--- config.mk ---
export PLATFORM = sky130hd
export DESIGN_NAME = wdt_top
export DESIGN_NICKNAME = d
export VERILOG_FILES = /design/src/pkg/wdt_pkg.sv /design/src/wdt_top.sv /design/src/wdt_timed_access.sv
export VERILOG_INCLUDE_DIRS = /design/src /design/src/pkg
export SDC_FILE = /design/constraint.sdc
export NUM_CORES = 1
export LEC_CHECK = 0
export BUFFER_PORTS_ARGS = -buffer_cell sky130_fd_sc_hd__buf_2
export CORE_UTILIZATION = 45
export DETAILED_ROUTE_END_ITERATION = 10
export GPL_TIMING_DRIVEN = 1
export PLACE_DENSITY = 0.67
export SYNTH_ARGS = -nofsm -noshare
export SYNTH_HDL_FRONTEND = slang
export SYNTH_SLANG_ARGS = --single-unit
--- constraint.sdc ---
create_clock -name clk -period 2.8 [get_ports clk]
set_clock_uncertainty 0.2 [all_clocks]
set_input_delay 0.28 -clock clk [delete_from_list [all_inputs] [get_ports clk]]
set_output_delay 0.28 -clock clk [all_outputs]
set_load 0.01 [all_outputs]
--- src/pkg/wdt_consts.svh ---
`ifndef WDT_CONSTS_SVH
`define WDT_CONSTS_SVH
// ----------------------------------------
// register addresses and key values
// ----------------------------------------
`define WDT_KEY_ADDR     8'hc7
`define WDT_KEY_FIRST    8'haa
`define WDT_KEY_SECOND   8'h55
`define WDT_CTRL_ADDR    8'hd8
`define WDT_CTRL_RESET   8'h00
// ----------------------------------------
// watchdog control field positions
// ----------------------------------------
`define WDT_BIT_RESTART  0
`define WDT_BIT_RST_EN   1
`define WDT_BIT_RST_FLAG 2
`define WDT_BIT_IRQ_FLAG 3
// ----------------------------------------
// timing
// ----------------------------------------
`define WDT_TA_WINDOW    2'h3
`define WDT_RST_GAP      35'h0000_0200
`define WDT_EXP_DIV0_X4  6'h0f
`define WDT_EXP_DIV0_X2  6'h10
`define WDT_EXP_STD      6'h11
`define WDT_EXP_PMM      6'h19
`endif

--- src/pkg/wdt_pkg.sv ---
// ----------------------------------------
// shared types
// ----------------------------------------
package wdt_pkg;
  // unlock sequencer states
  typedef enum logic [1:0] {
    TA_IDLE  = 2'b00,
    TA_FIRST = 2'b01,
    TA_OPEN  = 2'b10
  } wdt_ta_st_t;

  // unlock sequencer state
  typedef struct packed {
    wdt_ta_st_t st;    // sequence position
    logic [1:0] left;  // open cycles left
  } wdt_ta_t;

  // watchdog state
  typedef struct packed {
    logic [34:0] cnt;        // clock counter
    logic        irq_flag;   // interrupt flag
    logic        rst_flag;   // timeout-reset flag
    logic        rst_en;     // reset enable
    logic [7:0]  rdata;      // read data
    logic        irq_out;    // gated interrupt
    logic        wake_out;   // wake request
    logic        cpu_reset;  // reset pulse
  } wdt_state_t;
endpackage

--- src/wdt_top.sv ---
`timescale 1ns/100ps
`include "wdt_consts.svh"
// Operation
// - AAh then 55h to key opens window
// - protected write outside window is dropped
// - reset enable and restart need unlock
// - free count to timeout sets flag
// - two select bits pick four timeouts
// - timeout sets reset flag, resets if enabled
// - interrupt flag 512 clocks before reset flag
// - interrupt enable independent of reset enable
// - divider bits scale timeout, multiplier only with divider code 00
// - timeout table by divider code, plus 512
// - interrupt also drives wake request
module wdt_top #(
  parameter logic [5:0] TIMEOUT_SHRINK = 6'h00
) (
  input  wire logic       clk,
  input  wire logic       reset_n,
  input  wire logic [7:0] sfr_addr,
  input  wire logic       sfr_wr,
  input  wire logic [7:0] sfr_wdata,
  input  wire logic       sfr_rd,
  input  wire logic       timeout_sel_hi,
  input  wire logic       timeout_sel_lo,
  input  wire logic       clk_div_hi,
  input  wire logic       clk_div_lo,
  input  wire logic       clk_multiplier_sel,
  input  wire logic       wdog_irq_enable,
  output logic [7:0]      sfr_rdata,
  output logic            wdog_irq,
  output logic            wdog_wake,
  output logic            wdog_cpu_reset,
  output logic            wdog_irq_flag,
  output logic            wdog_reset_flag,
  output logic            wdog_reset_enable
);
  // ----------------------------------------
  // declarations
  // ----------------------------------------
  wdt_pkg::wdt_state_t s;       // current state
  wdt_pkg::wdt_state_t next_s;  // next state
  logic        ta_open;         // unlock window open
  logic        ctrl_wr;         // control register write
  logic        prot_ok;         // unlocked control write
  logic        restart;         // unlocked restart request
  logic [5:0]  base_exp;        // exponent for select 00
  logic [5:0]  sel3;            // three times select
  logic [5:0]  irq_exp;         // interrupt exponent
  logic [34:0] irq_limit;       // interrupt timeout count
  logic [34:0] rst_point;       // last count before reset

  assign ctrl_wr = sfr_wr && (sfr_addr == `WDT_CTRL_ADDR);
  assign prot_ok = ctrl_wr && ta_open;
  assign restart = prot_ok && sfr_wdata[`WDT_BIT_RESTART];

  // ----------------------------------------
  // unlock sequencer
  // ----------------------------------------
  wdt_timed_access u_ta (
    .clk       (clk),
    .reset_n   (reset_n),
    .sfr_addr  (sfr_addr),
    .sfr_wr    (sfr_wr),
    .sfr_wdata (sfr_wdata),
    .consume   (ctrl_wr),
    .ta_open   (ta_open)
  );

  // ----------------------------------------
  // timeout selection
  // ----------------------------------------
  // base exponent from divider and multiplier
  always_comb
  begin
    case ({clk_div_hi, clk_div_lo})
      2'b00:   base_exp = clk_multiplier_sel ? `WDT_EXP_DIV0_X4 : `WDT_EXP_DIV0_X2;
      2'b11:   base_exp = `WDT_EXP_PMM;
      default: base_exp = `WDT_EXP_STD;
    endcase
  end

  // select adds three octaves per step
  assign sel3      = {3'h0, timeout_sel_hi, timeout_sel_lo, 1'b0}
                   + {4'h0, timeout_sel_hi, timeout_sel_lo};
  assign irq_exp   = base_exp + sel3 - TIMEOUT_SHRINK;
  assign irq_limit = 35'h1 << irq_exp;
  assign rst_point = irq_limit + `WDT_RST_GAP - 35'h1;

  // ----------------------------------------
  // next state
  // ----------------------------------------
  always_comb
  begin
    next_s           = s;
    next_s.cpu_reset = 1'b0;
    // software writes first, hardware sets override
    if (prot_ok)
    begin
      next_s.rst_en   = sfr_wdata[`WDT_BIT_RST_EN];
      next_s.irq_flag = sfr_wdata[`WDT_BIT_IRQ_FLAG];
    end
    // reset flag cleared by writing zero
    if (ctrl_wr && !sfr_wdata[`WDT_BIT_RST_FLAG])
      next_s.rst_flag = 1'b0;
    // counter
    if (restart)
      next_s.cnt = 35'h0;
    else if (s.cnt >= rst_point)
    begin
      // reset timeout: flag, optional reset, wrap
      next_s.cnt       = 35'h0;
      next_s.rst_flag  = 1'b1;
      next_s.cpu_reset = s.rst_en;
    end
    else
    begin
      next_s.cnt = s.cnt + 35'h1;
      if (s.cnt == irq_limit - 35'h1)
        next_s.irq_flag = 1'b1;
    end
    // interrupt gated only by its own enable
    next_s.irq_out  = s.irq_flag && wdog_irq_enable;
    next_s.wake_out = s.irq_flag && wdog_irq_enable;
    // read data, key reads as zero
    if (sfr_rd && sfr_addr == `WDT_CTRL_ADDR)
      next_s.rdata = {4'h0, s.irq_flag, s.rst_flag, s.rst_en, 1'b0};
    else
      next_s.rdata = 8'h00;
  end

  // state register
  always_ff @(posedge clk or negedge reset_n)
  begin
    if (!reset_n)
      s <= '0;
    else
      s <= next_s;
  end

  // ----------------------------------------
  // outputs
  // ----------------------------------------
  assign sfr_rdata         = s.rdata;
  assign wdog_irq          = s.irq_out;
  assign wdog_wake         = s.wake_out;
  assign wdog_cpu_reset    = s.cpu_reset;
  assign wdog_irq_flag     = s.irq_flag;
  assign wdog_reset_flag   = s.rst_flag;
  assign wdog_reset_enable = s.rst_en;
endmodule // wdt_top

--- src/wdt_timed_access.sv ---
`timescale 1ns/100ps
`include "wdt_consts.svh"
module wdt_timed_access (
  input  wire logic       clk,
  input  wire logic       reset_n,
  input  wire logic [7:0] sfr_addr,
  input  wire logic       sfr_wr,
  input  wire logic [7:0] sfr_wdata,
  input  wire logic       consume,
  output logic            ta_open
);
  // ----------------------------------------
  // state
  // ----------------------------------------
  wdt_pkg::wdt_ta_t s;       // current state
  wdt_pkg::wdt_ta_t next_s;  // next state
  logic key_wr;              // write to key register

  assign key_wr  = sfr_wr && (sfr_addr == `WDT_KEY_ADDR);
  assign ta_open = (s.st == wdt_pkg::TA_OPEN);

  // sequence tracking and window timer
  always_comb
  begin
    next_s = s;
    case (s.st)
      wdt_pkg::TA_IDLE:
      begin
        if (key_wr && sfr_wdata == `WDT_KEY_FIRST)
          next_s.st = wdt_pkg::TA_FIRST;
      end
      wdt_pkg::TA_FIRST:
      begin
        // any write other than either key byte breaks the sequence; a repeated first key holds it
        if (key_wr && sfr_wdata == `WDT_KEY_SECOND)
        begin
          next_s.st   = wdt_pkg::TA_OPEN;
          next_s.left = `WDT_TA_WINDOW;
        end
        else if (key_wr && sfr_wdata == `WDT_KEY_FIRST)
          next_s.st = wdt_pkg::TA_FIRST;
        else if (sfr_wr)
          next_s.st = wdt_pkg::TA_IDLE;
      end
      wdt_pkg::TA_OPEN:
      begin
        // one protected write or three cycles close it
        next_s.left = s.left - 2'h1;
        // a fresh first key restarts the sequence
        if (key_wr && sfr_wdata == `WDT_KEY_FIRST)
          next_s.st = wdt_pkg::TA_FIRST;
        else if (consume || s.left == 2'h1)
          next_s.st = wdt_pkg::TA_IDLE;
      end
      default:
        next_s.st = wdt_pkg::TA_IDLE;
    endcase
  end

  // state register
  always_ff @(posedge clk or negedge reset_n)
  begin
    if (!reset_n)
      s <= '{st: wdt_pkg::TA_IDLE, left: 2'h0};
    else
      s <= next_s;
  end
endmodule // wdt_timed_access

==> flow_summary.rst, run 1 <==
.. list-table::
   :header-rows: 1

   * - Metric
     - Value
   * - Share of the clock period used by the worst path
     - 165%
   * - Clock Tree Buf Depth
     - 2
   * - Clock buffers created by TritonCTS
     - 5
   * - Data required, critical path
     - 2820 ps
   * - CTS tree
     - yes
   * - Via density
     - 5.78
   * - Pwr per Cell Area
     - 461 mW/mm2
   * - DP Wirelength
     - 13.6 mm
   * - Num rows
     - 37
   * - Largest delay share family, worst path
     - compound AO/OA/AOI/OAI gates
   * - Number of flops mapped to enable cells by yosys
     - 0
   * - Clock insertion delay at the later pin of the skew report
     - 310 ps
   * - Count of filler cells inserted in the layout
     - 909
   * - Minimum clock period after layout
     - 4610 ps
   * - Biggest cell delay along the critical path
     - 380 ps
   * - Kind of end point of the critical path
     - register
   * - Most heavily used metal layer in global routing
     - met2
   * - Clock-pin transition on the worst setup and hold timing paths
     - 90 ps
   * - M2 GR Usage
     - 51.9%
   * - Worst hold-check path type
     - in -> reg
   * - Grt total ovfl
     - 0
   * - Synth warnings
     - 0
   * - Buffers & Inverters on Critical Path
     - 3
   * - Antenna violations before repair
     - 0
   * - Count of routing violations after the opening detailed-route iteration
     - 430
   * - Rel. slew slack
     - 59.1%
   * - Synthesized flop and latch total
     - 47
   * - Multi-input logic area
     - 0.00379 mm2
   * - Wire length after detailed routing
     - 17.1 mm
   * - Average wire length per cell after detail routing
     - 18.8 um
   * - Fmax
     - 217 MHz
   * - Die area
     - 0.0114 mm2
   * - Weighted congestion at the end of routability-driven global placement
     - 1.04
   * - Peak VDD IR
     - 0.277 mV
   * - Category of the most critical setup path
     - in -> reg
   * - Number of levels the H-tree was split into
     - 2
   * - Final slew viol count
     - 0
   * - Part of the Yosys area used for sequential elements
     - 23.8%
   * - Distinct cell type count after synthesis
     - 76
   * - Ant diodes
     - 0
   * - Global routing usage summed across all routing layers
     - 31.4%
   * - Post-Syn Area per Cell
     - 8.06 um2
   * - Number of standard cells in the final layout excluding fillers
     - 912
   * - Area growth from synthesis to layout
     - 36.7%
   * - Post-route cell area
     - 0.00675 mm2
   * - Final Worst Setup Slack
     - -1810 ps
   * - Detailed-routing iteration count for the pre-antenna-repair pass
     - 5
   * - Initial Util
     - 47.2%
   * - CORE AREA
     - 0.0105 mm2
   * - Cell Area, Synth
     - 0.00494 mm2
   * - Failing checks
     - negative setup slack
   * - Sequential cell area
     - 0.00118 mm2
   * - Critical Path AT
     - 4640 ps
   * - Final Hold Viols
     - 0
   * - Share of async-settable or async-resettable flops after synthesis
     - 100%
   * - Placed insts
     - 887
   * - Maximum Capacitance Violations
     - 0
   * - Worst setup SP type
     - input pin
   * - RSZ-0062 raised after global routing
     - yes
   * - Cell area reported after detailed placement
     - 0.00629 mm2
   * - Crit-path slowest cell
     - sky130_fd_sc_hd__fa_2
   * - Post-DRT Antenna Nets
     - 0
   * - Final cell utilization of the core
     - 64.5%
   * - Layout cells sized above 1
     - 34.0%
   * - Post-route total power
     - 3110 uW
   * - Pin count of the biggest net entering global routing
     - 28
   * - # IOs
     - 40
   * - DR vias
     - 5271
   * - Static leakage
     - 0.00308 uW
   * - Vias in the first global route
     - 5268
   * - Highest fanout seen on the critical path
     - 3
   * - Outcome
     - finished, violations left
   * - Transition time at the pin with the least slew margin
     - 613 ps
   * - Global-route wire length before repair
     - 27.4 mm
   * - Final setup fails
     - 38
   * - Number of clock sinks
     - 47
   * - Vertical die dimension
     - 107 um
   * - Most used flip-flop cell after synthesis
     - sky130_fd_sc_hd__dfrtp_1
   * - Die width
     - 107 um
   * - Met1 usage
     - 42.4%
   * - Number of buffers inserted by port buffering
     - 34
   * - Clock Root Buffer
     - sky130_fd_sc_hd__clkbuf_8
   * - Remaining design rule violation count
     - 0
   * - Routing usage on met3
     - 4.80%
   * - Number of nets in the layout
     - 848
   * - Post-synthesis cell count
     - 613
   * - Total Negative Setup Slacks
     - -66300 ps
## worst register-to-register path, delay by kind of cell, from the launching register on
kind	cells	cell delay [ps]
DFF	1	470
and+or+nand+nor	7	1580
adders and majority gates	1	240
xor gates and xnor gates	1	150
## registers in the layout, summed over array words and instances, names as in the netlist
name and cells:
s 35, u_ta.s 4, sfr_rdata 3, wdog_cpu_reset 1, wdog_irq_flag 1, wdog_reset_enable 1, wdog_reset_flag 1, wdog_wake 1
## cell usage after synthesis, drive strengths merged, types with 4 or more instances
| master | n | area, um2 |
|---|---|---|
| mux2 | 4 | 45.0 |
| clkbuf | 19 | 71.3 |
| mux2i | 4 | 40.0 |
| and2 | 9 | 56.3 |
| a21o | 17 | 128 |
| or3 | 4 | 25.0 |
| nor3b | 7 | 52.6 |
| a22oi | 4 | 30.0 |
| nor2 | 69 | 267 |
| nand2 | 65 | 249 |
| o21ai | 20 | 111 |
| nand3 | 27 | 135 |
| nor3 | 13 | 75.1 |
| and3 | 14 | 87.6 |
| nor4bb | 4 | 40.0 |
| buf | 19 | 126 |
| ha | 46 | 576 |
| o2111ai | 4 | 35.0 |
| xor2 | 25 | 219 |
| nand4 | 16 | 100 |
| a21oi | 36 | 184 |
| a211oi | 8 | 60.1 |
| xnor2 | 28 | 245 |
| nor4 | 7 | 43.8 |
| nand2b | 9 | 56.3 |
| nand4b | 4 | 35.0 |
| or2 | 4 | 27.5 |
| o211ai | 7 | 52.6 |
| inv | 17 | 63.8 |
| nor2b | 6 | 37.5 |
| dfrtp | 47 | 1180 |
## what timing repair did
item	in CTS	in global routing
gates resized for setup	36	12
endpoints found under the hold margin	26	0
pin swaps	26	3
setup buffers	14	3
setup endpoints to repair	38	38
hold buffers	2	0
## placed cells by master (no fill, tap or decap), drive strengths merged, types with 8 or more instances in the layout
| master | n |
|---|---|
| a21oi | 36 |
| a21o | 17 |
| and3 | 14 |
| o21ai | 20 |
| ha | 46 |
| dfrtp | 47 |
| nand4 | 16 |
| nand2b | 9 |
| xor2 | 25 |
| and2 | 9 |
| buf | 187 |
| a211oi | 8 |
| xnor2 | 28 |
| inv | 17 |
| nand2 | 65 |
| nor2 | 69 |
| nor3 | 13 |
| nand3 | 27 |
## routing by layer
layer | routed length (um) | vias up
li1 | - | 2523
met3 | 1060 | 34
met4 | 333 | 0
met5 | 0 | -
met2 | 8040 | 145
met1 | 7680 | 2569
## path summary, 6_finish.rpt
kind	startpoint	endpoint	slack (ps)	cells after the start
max reg2reg	s[14]	s[48]	50	9
min reg2reg	u_ta.s[3]	u_ta.s[2]	300	1
max in group asynchronous	reset_n	s[47]	1470	3
min	sfr_wdata[1]	wdog_reset_enable	50	2
max	clk_div_lo	wdog_irq_flag	-1810	28
min in group asynchronous	reset_n	s[29]	320	2
## final cells by class
cell class	instances	share of cell area, %
Timing Repair Buffer	189	20.7
Clock buffer	5	1.02
Tap cell	136	2.52
Multi-Input combinational cell	515	56.2
Sequential cell	47	17.4
Clock inverter	3	1.00
Inverter	17	1.13
## stage by stage
stage / hold slack [ps] / worst slack [ps]
6_report: 51.3 / -1810
5_1_grt: 47.1 / -2030
2_1_floorplan: -216 / -2070
4_1_cts: 39.4 / -1790
3_3_place_gp: 109 / -2310
3_5_place_dp: 125 / -2400
## power breakdown
group | leakage (uW) | total [uW] | internal [uW] | switching, uW
Sequential | 0.000630 | 808 | 731 | 77.4
Combinational | 0.00238 | 1700 | 808 | 895
Clock | 0.0000644 | 603 | 356 | 247
Total | 0.00308 | 3110 | 1890 | 1220
## cells by family after synthesis
| kind of cell | Yosys count | share of synthesized area, % |
|---|---|---|
| AND/OR/NAND/NOR | 270 | 28.1 |
| other | 1 | 0.0759 |
| adder cells (fa/ha/maj) | 47 | 12.1 |
| XOR/XNOR | 53 | 9.40 |
| AO/OA/AOI/OAI | 132 | 19.5 |
| buffers and inverters | 55 | 5.29 |
| flip-flops | 47 | 23.8 |
| multiplexers | 8 | 1.72 |
Power figures use the tool's default switching activity.
==> run 2: changes to the inputs <==
Settings changed: CAP_MARGIN from default to 10, SETUP_SLACK_MARGIN from default to 0.5, SYNTH_HIERARCHICAL from default to 1.
==> flow_summary.rst, run 2 <==
.. list-table::
   :header-rows: 1

   * - Metric
     - Value
   * - Compound-cell area share of the yosys netlist
     - 18.7% (was 19.5%)
   * - Die area
     - 0.0112 mm2 (was 0.0114 mm2)
   * - Final Hold Viols
     - 0 (unchanged)
   * - Worst setup SP type
     - input pin (unchanged)
   * - Post-Syn Area per Cell
     - 7.87 um2 (was 8.06 um2)
   * - Combinational family with the most area after synthesis
     - simple AND/OR/NAND/NOR gates (unchanged)
   * - Antenna violations before repair
     - 0 (unchanged)
   * - Highest fanout seen on the critical path
     - 7 (was 3)
   * - Synth top area share
     - 24.2% (was 23.8%)
   * - Fmax
     - 203 MHz (was 217 MHz)
   * - Remaining design rule violation count
     - 0 (unchanged)
   * - Clock insertion delay at the later pin of the skew report
     - 330 ps (was 310 ps)
   * - Post-synthesis cell count
     - 618 (was 613)
   * - Distinct cell type count after synthesis
     - 74 (was 76)
   * - Sequential cell area
     - 0.00118 mm2 (unchanged)
   * - Multi-input logic area
     - 0.00386 mm2 (was 0.00379 mm2)
   * - Worst hold-check path type
     - in -> reg (unchanged)
   * - Outcome
     - finished, violations left (unchanged)
   * - Worst R2R Path Depth
     - 9 (unchanged)
   * - Data required, critical path
     - 2840 ps (was 2820 ps)
   * - Share of async-settable or async-resettable flops after synthesis
     - 100% (unchanged)
   * - Pwr per Cell Area
     - 420 mW/mm2 (was 461 mW/mm2)
   * - Cell Area, Synth
     - 0.00486 mm2 (was 0.00494 mm2)
   * - Multiplexer area fraction after synthesis
     - 1.26% (was 1.72%)
   * - Clock Tree Buf Depth
     - 2 (unchanged)
   * - Vertical die dimension
     - 106 um (was 107 um)
   * - Ant diodes
     - 0 (unchanged)
   * - Kind of end point of the critical path
     - register (unchanged)
   * - Top cell types by occurrence after synthesis
     - sky130_fd_sc_hd__nor2_1, sky130_fd_sc_hd__nand2_1, sky130_fd_sc_hd__dfrtp_1 (unchanged)
   * - Via density
     - 5.84 (was 5.78)
   * - Number of levels the H-tree was split into
     - 2 (unchanged)
   * - Number of flops mapped to enable cells by yosys
     - 0 (unchanged)
   * - Transition time at the pin with the least slew margin
     - 1060 ps (was 613 ps)
   * - DR vias
     - 5319 (was 5271)
   * - Grt total ovfl
     - 0 (unchanged)
   * - Synth warnings
     - 6 (was 0)
   * - Number of nets in the layout
     - 847 (was 848)
   * - Area fraction in and, or, nand and nor cells after synthesis
     - 29.8% (was 28.1%)
   * - Largest register by flop count
     - s (unchanged)
   * - Part of the Yosys area used for sequential elements
     - 24.2% (was 23.8%)
   * - Layout cells sized above 1
     - 35.7% (was 34.0%)
   * - Number of buffers inserted by port buffering
     - 34 (unchanged)
   * - Post-route cell area
     - 0.00681 mm2 (was 0.00675 mm2)
   * - Clock Root Buffer
     - sky130_fd_sc_hd__clkbuf_8 (unchanged)
   * - Leading cell types in the layout, fill and taps excluded
     - sky130_fd_sc_hd__buf_4, sky130_fd_sc_hd__nand2_1, sky130_fd_sc_hd__dfrtp_1 (was sky130_fd_sc_hd__buf_4, sky130_fd_sc_hd__nand2_1, sky130_fd_sc_hd__nor2_1)
   * - Cell area reported after detailed placement
     - 0.00615 mm2 (was 0.00629 mm2)
   * - Vias in the first global route
     - 5290 (was 5268)
   * - Number of standard cells in the final layout excluding fillers
     - 911 (was 912)
   * - Area growth from synthesis to layout
     - 39.9% (was 36.7%)
   * - Share of the clock period used by the worst path
     - 176% (was 165%)
   * - Pin count of the biggest net entering global routing
     - 48 (was 28)
   * - Initial Util
     - 46.7% (was 47.2%)
   * - Adder and majority gate portion of the synthesized area
     - 12.5% (was 12.1%)
   * - Total Negative Setup Slacks
     - -78090 ps (was -66300 ps)
   * - Count of filler cells inserted in the layout
     - 935 (was 909)
   * - Most common cell after layout, fill and taps aside
     - sky130_fd_sc_hd__buf_4 (unchanged)
   * - # IOs
     - 40 (unchanged)
   * - Count of routing violations after the opening detailed-route iteration
     - 426 (was 430)
   * - Top-count cell post-synth
     - sky130_fd_sc_hd__nor2_1 (unchanged)
   * - Final setup fails
     - 38 (unchanged)
   * - Clock-pin transition on the worst setup and hold timing paths
     - 100 ps (was 90 ps)
   * - Global-route wire length before repair
     - 26.1 mm (was 27.4 mm)
   * - Peak VDD IR
     - 0.285 mV (was 0.277 mV)
   * - CORE AREA
     - 0.0104 mm2 (was 0.0105 mm2)
   * - Detailed-routing iteration count for the pre-antenna-repair pass
     - 5 (unchanged)
   * - Failing checks
     - negative setup slack (unchanged)
   * - Weighted congestion at the end of routability-driven global placement
     - 0.995 (was 1.04)
   * - Global routing usage summed across all routing layers
     - 29.3% (was 31.4%)
   * - Average wire length per cell after detail routing
     - 18.1 um (was 18.8 um)
   * - Rel. slew slack
     - 29.5% (was 59.1%)
   * - Maximum Capacitance Violations
     - 0 (unchanged)
   * - Post-synthesis share of cell area spent on xor and xnor gates
     - 8.64% (was 9.40%)
   * - Number of clock sinks
     - 47 (unchanged)
   * - Critical Path AT
     - 4970 ps (was 4640 ps)
   * - Most area-hungry cell type in the Yosys netlist
     - sky130_fd_sc_hd__dfrtp_1 (unchanged)
   * - Die width
     - 106 um (was 107 um)
   * - Post-DRT Antenna Nets
     - 0 (unchanged)
   * - Static leakage
     - 0.00308 uW (about the same)
   * - Cell types with the largest area share after synthesis
     - sky130_fd_sc_hd__dfrtp_1, sky130_fd_sc_hd__ha_1, sky130_fd_sc_hd__nor2_1, sky130_fd_sc_hd__xor2_1, sky130_fd_sc_hd__nand2_1 (was sky130_fd_sc_hd__dfrtp_1, sky130_fd_sc_hd__ha_1, sky130_fd_sc_hd__nor2_1, sky130_fd_sc_hd__xnor2_1, sky130_fd_sc_hd__nand2_1)
   * - RSZ-0062 raised after global routing
     - yes (unchanged)
   * - Minimum clock period after layout
     - 4930 ps (was 4610 ps)
   * - Placed insts
     - 887 (unchanged)
   * - Final slew viol count
     - 0 (unchanged)
   * - Category of the most critical setup path
     - in -> reg (unchanged)
   * - Wire length after detailed routing
     - 16.5 mm (was 17.1 mm)
   * - Num rows
     - 37 (unchanged)
   * - Depth of the worst hold-timing path
     - 2 (unchanged)
   * - Synthesized flop and latch total
     - 47 (unchanged)
   * - Most used flip-flop cell after synthesis
     - sky130_fd_sc_hd__dfrtp_1 (unchanged)
   * - Final Worst Setup Slack
     - -2130 ps (was -1810 ps)
   * - DP Wirelength
     - 12.5 mm (was 13.6 mm)
   * - Post-route total power
     - 2860 uW (was 3110 uW)
   * - Clock buffers created by TritonCTS
     - 5 (unchanged)
   * - CTS tree
     - yes (unchanged)
   * - Number of flip-flops under the largest register name
     - 35 (unchanged)
-- run 2: cell count changes after synthesis, moves of 8 or more --
cell,change
sky130_fd_sc_hd__nor2_1,+10
sky130_fd_sc_hd__inv_1,-8
sky130_fd_sc_hd__xnor2_1,-12
sky130_fd_sc_hd__nand3_1,+9
sky130_fd_sc_hd__a21o_1,-8
-- run 2: worst paths after layout --
path | slack, ps | startpoint | endpoint
min reg2reg | 290 | u_ta/s[3] | u_ta/s[2]
max reg2reg | -200 | s[20] | s[45]
max | -2130 | clk_div_lo | wdog_irq_flag
max in group asynchronous | 1270 | reset_n | s[24]
min in group asynchronous | 480 | reset_n | u_ta/s[3]
min | 0.5 | sfr_rd | sfr_rdata[2]
-- run 2: power by group --
part / switching, uW / internal, uW
Combinational: 846 / 701
Sequential: 50.5 / 730
Clock: 263 / 269
Total: 1160 / 1700
-- run 2: cells by family (layout without fill, tap and decap cells) --
group	Yosys count	count (layout)
flip-flops	47	47
XOR/XNOR	48	48
AND/OR/NAND/NOR	283	283
multiplexers	6	6
AO/OA/AOI/OAI	132	132
adder cells (fa/ha/maj)	48	48
buffers and inverters	53	206
other	1	5
-- run 2: what timing repair did --
| action | 4_1_cts | 5_1_grt |
|---|---|---|
| resized for setup | 38 | 57 |
| gates cloned | 1 | 2 |
| hold buffers | 2 | 0 |
| endpoints found under the hold margin | 29 | 0 |
| setup buffers | 9 | 2 |
| pin swaps | 24 | 13 |
| setup endpoints to repair | 38 | 38 |
-- run 2: per-layer routing --
metal / GRT usage [%] / vias up / wire [um] / share of wire (%)
met2: 48.3 / 188 / 7880 / 48
met1: 37.9 / 2555 / 7020 / 43
met3: 6.50 / 37 / 1200 / 7.3
li1: - / 2539 / - / -
met5: 0 / - / 0 / 0
met4: 9.62 / 0 / 416 / 2.5
-- run 2: metrics by stage --
step / hold slack [ps] / util [%] / setup slack (ps)
after floorplan: -216 / - / -2460
after global placement: 244 / 59.0 / -2490
after detailed placement: 269 / 59.0 / -2740
after CTS: 2.58 / 62.6 / -1920
after global routing: 8.44 / 65.3 / -2280
final: 0.472 / 65.3 / -2130
-- run 2: critical path: stages --
cell	delay [ps]
sky130_fd_sc_hd__buf_12	90
sky130_fd_sc_hd__inv_12	30
sky130_fd_sc_hd__ha_4	250
sky130_fd_sc_hd__nor2_4	90
sky130_fd_sc_hd__nand2_2	80
sky130_fd_sc_hd__ha_4	180
sky130_fd_sc_hd__ha_4	160
sky130_fd_sc_hd__fa_2	420
sky130_fd_sc_hd__nor2_4	110
sky130_fd_sc_hd__a21oi_2	50
sky130_fd_sc_hd__or3_4	360
sky130_fd_sc_hd__inv_4	90
sky130_fd_sc_hd__nand3_4	80
sky130_fd_sc_hd__ha_4	190
sky130_fd_sc_hd__buf_4	170
sky130_fd_sc_hd__o41a_1	150
sky130_fd_sc_hd__nor2_1	130
sky130_fd_sc_hd__ha_1	260
sky130_fd_sc_hd__nand4_1	180
sky130_fd_sc_hd__nor2_1	80
sky130_fd_sc_hd__a211oi_2	260
sky130_fd_sc_hd__a2111oi_4	120
sky130_fd_sc_hd__buf_4	170
sky130_fd_sc_hd__o41ai_4	200
sky130_fd_sc_hd__o211ai_1	170
sky130_fd_sc_hd__nand2b_4	190
sky130_fd_sc_hd__nand4b_1	200
sky130_fd_sc_hd__o31ai_2	230
-- run 2: final cells by class --
cell class              count  share of cell area [%]
repair buffers            187                    21.0
inverters                  11                   0.827
well taps                 136                    2.50
multi-input cells         522                    56.7
flip-flops and latches     47                    17.3
clock buffers               5                    1.01
clock inverters             3                   0.680
==> run 3: changes to the inputs <==
==> constraint.sdc (replaced) <==
create_clock -name clk -period 2.8 [get_ports clk]
set_clock_uncertainty 0.2 [all_clocks]
set_input_delay 0.56 -clock clk [delete_from_list [all_inputs] [get_ports clk]]
set_output_delay 0.56 -clock clk [all_outputs]
set_load 0.01 [all_outputs]
==> flow_summary.rst, run 3 (same netlist as run 2, synthesis figures left out) <==
.. list-table::
   :header-rows: 1

   * - Metric
     - Value
   * - Most common cell after layout, fill and taps aside
     - sky130_fd_sc_hd__buf_4 (unchanged)
   * - Rel. slew slack
     - 62.7% (was 29.5%)
   * - Pin count of the biggest net entering global routing
     - 25 (was 48)
   * - Category of the most critical setup path
     - in -> reg (unchanged)
   * - Ant diodes
     - 0 (unchanged)
   * - CTS tree
     - yes (unchanged)
   * - Share of the clock period used by the worst path
     - 177% (was 176%)
   * - Clock-pin transition on the worst setup and hold timing paths
     - 100 ps (about the same)
   * - Number of flip-flops under the largest register name
     - 35 (unchanged)
   * - Critical Path AT
     - 4980 ps (was 4970 ps)
   * - Worst setup SP type
     - input pin (unchanged)
   * - Total net switching power
     - 1070 uW (was 1160 uW)
   * - Worst hold margin
     - 27.6 ps (was 0.472 ps)
   * - Startpoint of the most critical register-to-register path
     - s[39] (was s[20])
   * - Worst hold-check path type
     - in -> async (was in -> reg)
   * - Switching portion of total power
     - 41.0% (was 40.5%)
   * - Sequential cell area
     - 0.00118 mm2 (unchanged)
   * - Highest fanout seen on the critical path
     - 4 (was 7)
   * - RSZ-0062 raised after global routing
     - yes (unchanged)
   * - Capturing instance or port of the critical path
     - wdog_irq_flag (unchanged)
   * - Clock power share
     - 16.0% (was 18.6%)
   * - Area growth from synthesis to layout
     - 32.0% (was 39.9%)
   * - Detailed-routing iteration count for the pre-antenna-repair pass
     - 5 (unchanged)
   * - DP Wirelength
     - 12.4 mm (was 12.5 mm)
   * - DR vias
     - 5231 (was 5319)
   * - Logic pwr share
     - 54.2% (was 54.1%)
   * - Post-DRT Antenna Nets
     - 0 (unchanged)
   * - Number of levels the H-tree was split into
     - 2 (unchanged)
   * - Pint
     - 1530 uW (was 1700 uW)
   * - Failing checks
     - negative setup slack (unchanged)
   * - Vias in the first global route
     - 4943 (was 5290)
   * - Number of nets in the layout
     - 838 (was 847)
   * - Largest register by flop count
     - s (unchanged)
   * - Transition time at the pin with the least slew margin
     - 559 ps (was 1060 ps)
   * - Worst R2R Path Depth
     - 10 (was 9)
   * - Setup crit start
     - clk_div_lo (unchanged)
   * - Outcome
     - finished, violations left (unchanged)
   * - Leading cell types in the layout, fill and taps excluded
     - sky130_fd_sc_hd__buf_4, sky130_fd_sc_hd__nor2_1, sky130_fd_sc_hd__nand2_1 (was sky130_fd_sc_hd__buf_4, sky130_fd_sc_hd__nand2_1, sky130_fd_sc_hd__dfrtp_1)
   * - Post-placement setup slack
     - -2970 ps (was -2740 ps)
   * - Final Worst Setup Slack
     - -2160 ps (was -2130 ps)
   * - Post-route cell area
     - 0.00642 mm2 (was 0.00681 mm2)
   * - Num rows
     - 37 (unchanged)
   * - Clock buffers created by TritonCTS
     - 5 (unchanged)
   * - R2r setup slk
     - 90 ps (was -200 ps)
   * - Final setup fails
     - 38 (unchanged)
   * - Most used cell, CP
     - sky130_fd_sc_hd__ha_4 (unchanged)
   * - Pwr per Cell Area
     - 405 mW/mm2 (was 420 mW/mm2)
   * - Final slew viol count
     - 0 (unchanged)
   * - Grt total ovfl
     - 0 (unchanged)
   * - Global routing usage summed across all routing layers
     - 28.0% (was 29.3%)
   * - Crit-path slowest cell
     - sky130_fd_sc_hd__fa_2 (unchanged)
   * - Biggest cell delay along the critical path
     - 390 ps (was 420 ps)
   * - Cell area reported after detailed placement
     - 0.00616 mm2 (was 0.00615 mm2)
   * - Reg-to-reg critical path endpoint
     - s[30] (was s[45])
   * - Data required, critical path
     - 2820 ps (was 2840 ps)
   * - Weighted congestion at the end of routability-driven global placement
     - 1.01 (was 0.995)
   * - Count of routing violations after the opening detailed-route iteration
     - 398 (was 426)
   * - Initial Util
     - 46.7% (unchanged)
   * - Number of buffers inserted by port buffering
     - 34 (unchanged)
   * - CORE AREA
     - 0.0104 mm2 (unchanged)
   * - # IOs
     - 40 (unchanged)
   * - Peak VDD IR
     - 0.242 mV (was 0.285 mV)
   * - Maximum Capacitance Violations
     - 0 (unchanged)
   * - Portion of total power attributed to sequential cells
     - 29.8% (was 27.3%)
   * - Die area
     - 0.0112 mm2 (unchanged)
   * - Remaining design rule violation count
     - 0 (unchanged)
   * - Die width
     - 106 um (unchanged)
   * - Count of filler cells inserted in the layout
     - 939 (was 935)
   * - Average wire length per cell after detail routing
     - 17.2 um (was 18.1 um)
   * - Kind of end point of the critical path
     - register (unchanged)
   * - Via density
     - 5.80 (was 5.84)
   * - Multi-input logic area
     - 0.00363 mm2 (was 0.00386 mm2)
   * - Post-route total power
     - 2600 uW (was 2860 uW)
   * - Layout cells sized above 1
     - 30.7% (was 35.7%)
   * - Antenna violations before repair
     - 0 (unchanged)
   * - Clock insertion delay at the later pin of the skew report
     - 310 ps (was 330 ps)
   * - Minimum clock period after layout
     - 4960 ps (was 4930 ps)
   * - Number of clock sinks
     - 47 (unchanged)
   * - Static leakage
     - 0.00302 uW (was 0.00308 uW)
   * - Final cell utilization of the core
     - 61.6% (was 65.3%)
   * - Clock Tree Buf Depth
     - 2 (unchanged)
   * - Clock Root Buffer
     - sky130_fd_sc_hd__clkbuf_8 (unchanged)
   * - Final Hold Viols
     - 0 (unchanged)
   * - Fmax
     - 202 MHz (was 203 MHz)
   * - Wire length after detailed routing
     - 15.6 mm (was 16.5 mm)
   * - Global-route wire length before repair
     - 24.8 mm (was 26.1 mm)
   * - Vertical die dimension
     - 106 um (unchanged)
## run 3: changes by cell type in the layout (fill, tap and decap cells not counted), sizes merged
cell         previous run  this run
bufinv                  1         0
dlygate4sd3             2         0
clkinv                  0         1
buf                   184       178
inv                    12        11
## run 3: area by class of cell
| class | count | area share [%] |
|---|---|---|
| Multi-Input combinational cell | 522 | 56.6 |
| Inverter | 11 | 0.877 |
| Clock inverter | 2 | 0.195 |
| Tap cell | 136 | 2.65 |
| Clock buffer | 6 | 1.13 |
| Sequential cell | 47 | 18.3 |
| Timing Repair Buffer | 178 | 20.2 |
## run 3: how the worst min path moves through the flow
| stage | endpoint | slack [ps] | depth (start not counted) |
|---|---|---|---|
| 2_1_floorplan | s[14] | 60 | 0 |
| 3_3_place_gp | u_ta/s[2] | 250 | 1 |
| 3_5_place_dp | u_ta/s[2] | 260 | 1 |
| 4_1_cts | sfr_rdata[1] | 40 | 1 |
| 5_1_grt | u_ta/s[3] | 60 | 1 |
| 6_report | sfr_rdata[2] | 30 | 1 |
## run 3: stage by stage
stage / setup TNS (ps) / std cells
2_1_floorplan: -98780 / 622
3_3_place_gp: -101680 / 888
3_5_place_dp: -107990 / 888
4_1_cts: -79770 / 900
5_1_grt: -87360 / 902
6_report: -79370 / 902
## run 3: repair_timing
item | CTS | global route
buffers inserted | 4 | 2
pin swaps | 12 | 5
hold buffers | 0 | 0
gates resized for setup | 20 | 11
endpoints found under the setup margin | 38 | 38
## run 3: layer usage
layer  part of all wire [%]  routed length (um)  vias to the layer above  track usage [%]
li1                       -                   -                     2531                -
met3                    6.2                 966                       26             4.17
met5                      0                   0                        -                0
met1                     46                7090                     2506             39.2
met4                    1.8                 276                        0             7.14
met2                     46                7220                      168             45.2
## run 3: critical path: cells and delay by family
| kind | cells | cell delay (ps) |
|---|---|---|
| and+or+nand+nor | 10 | 1380 |
| buffers and inverters | 5 | 480 |
| adders and majority gates | 6 | 1430 |
| AOI/OAI and AO/OA | 8 | 1120 |
## run 3: power groups by stage
stage | Combinational, uW | Sequential (uW) | Clock [uW]
after floorplan | 756 | 800 | 0
after global placement | 1310 | 787 | 0
after detailed placement | 1330 | 789 | 0
after CTS | 1360 | 777 | 425
after global routing | 1520 | 785 | 450
final | 1410 | 775 | 416
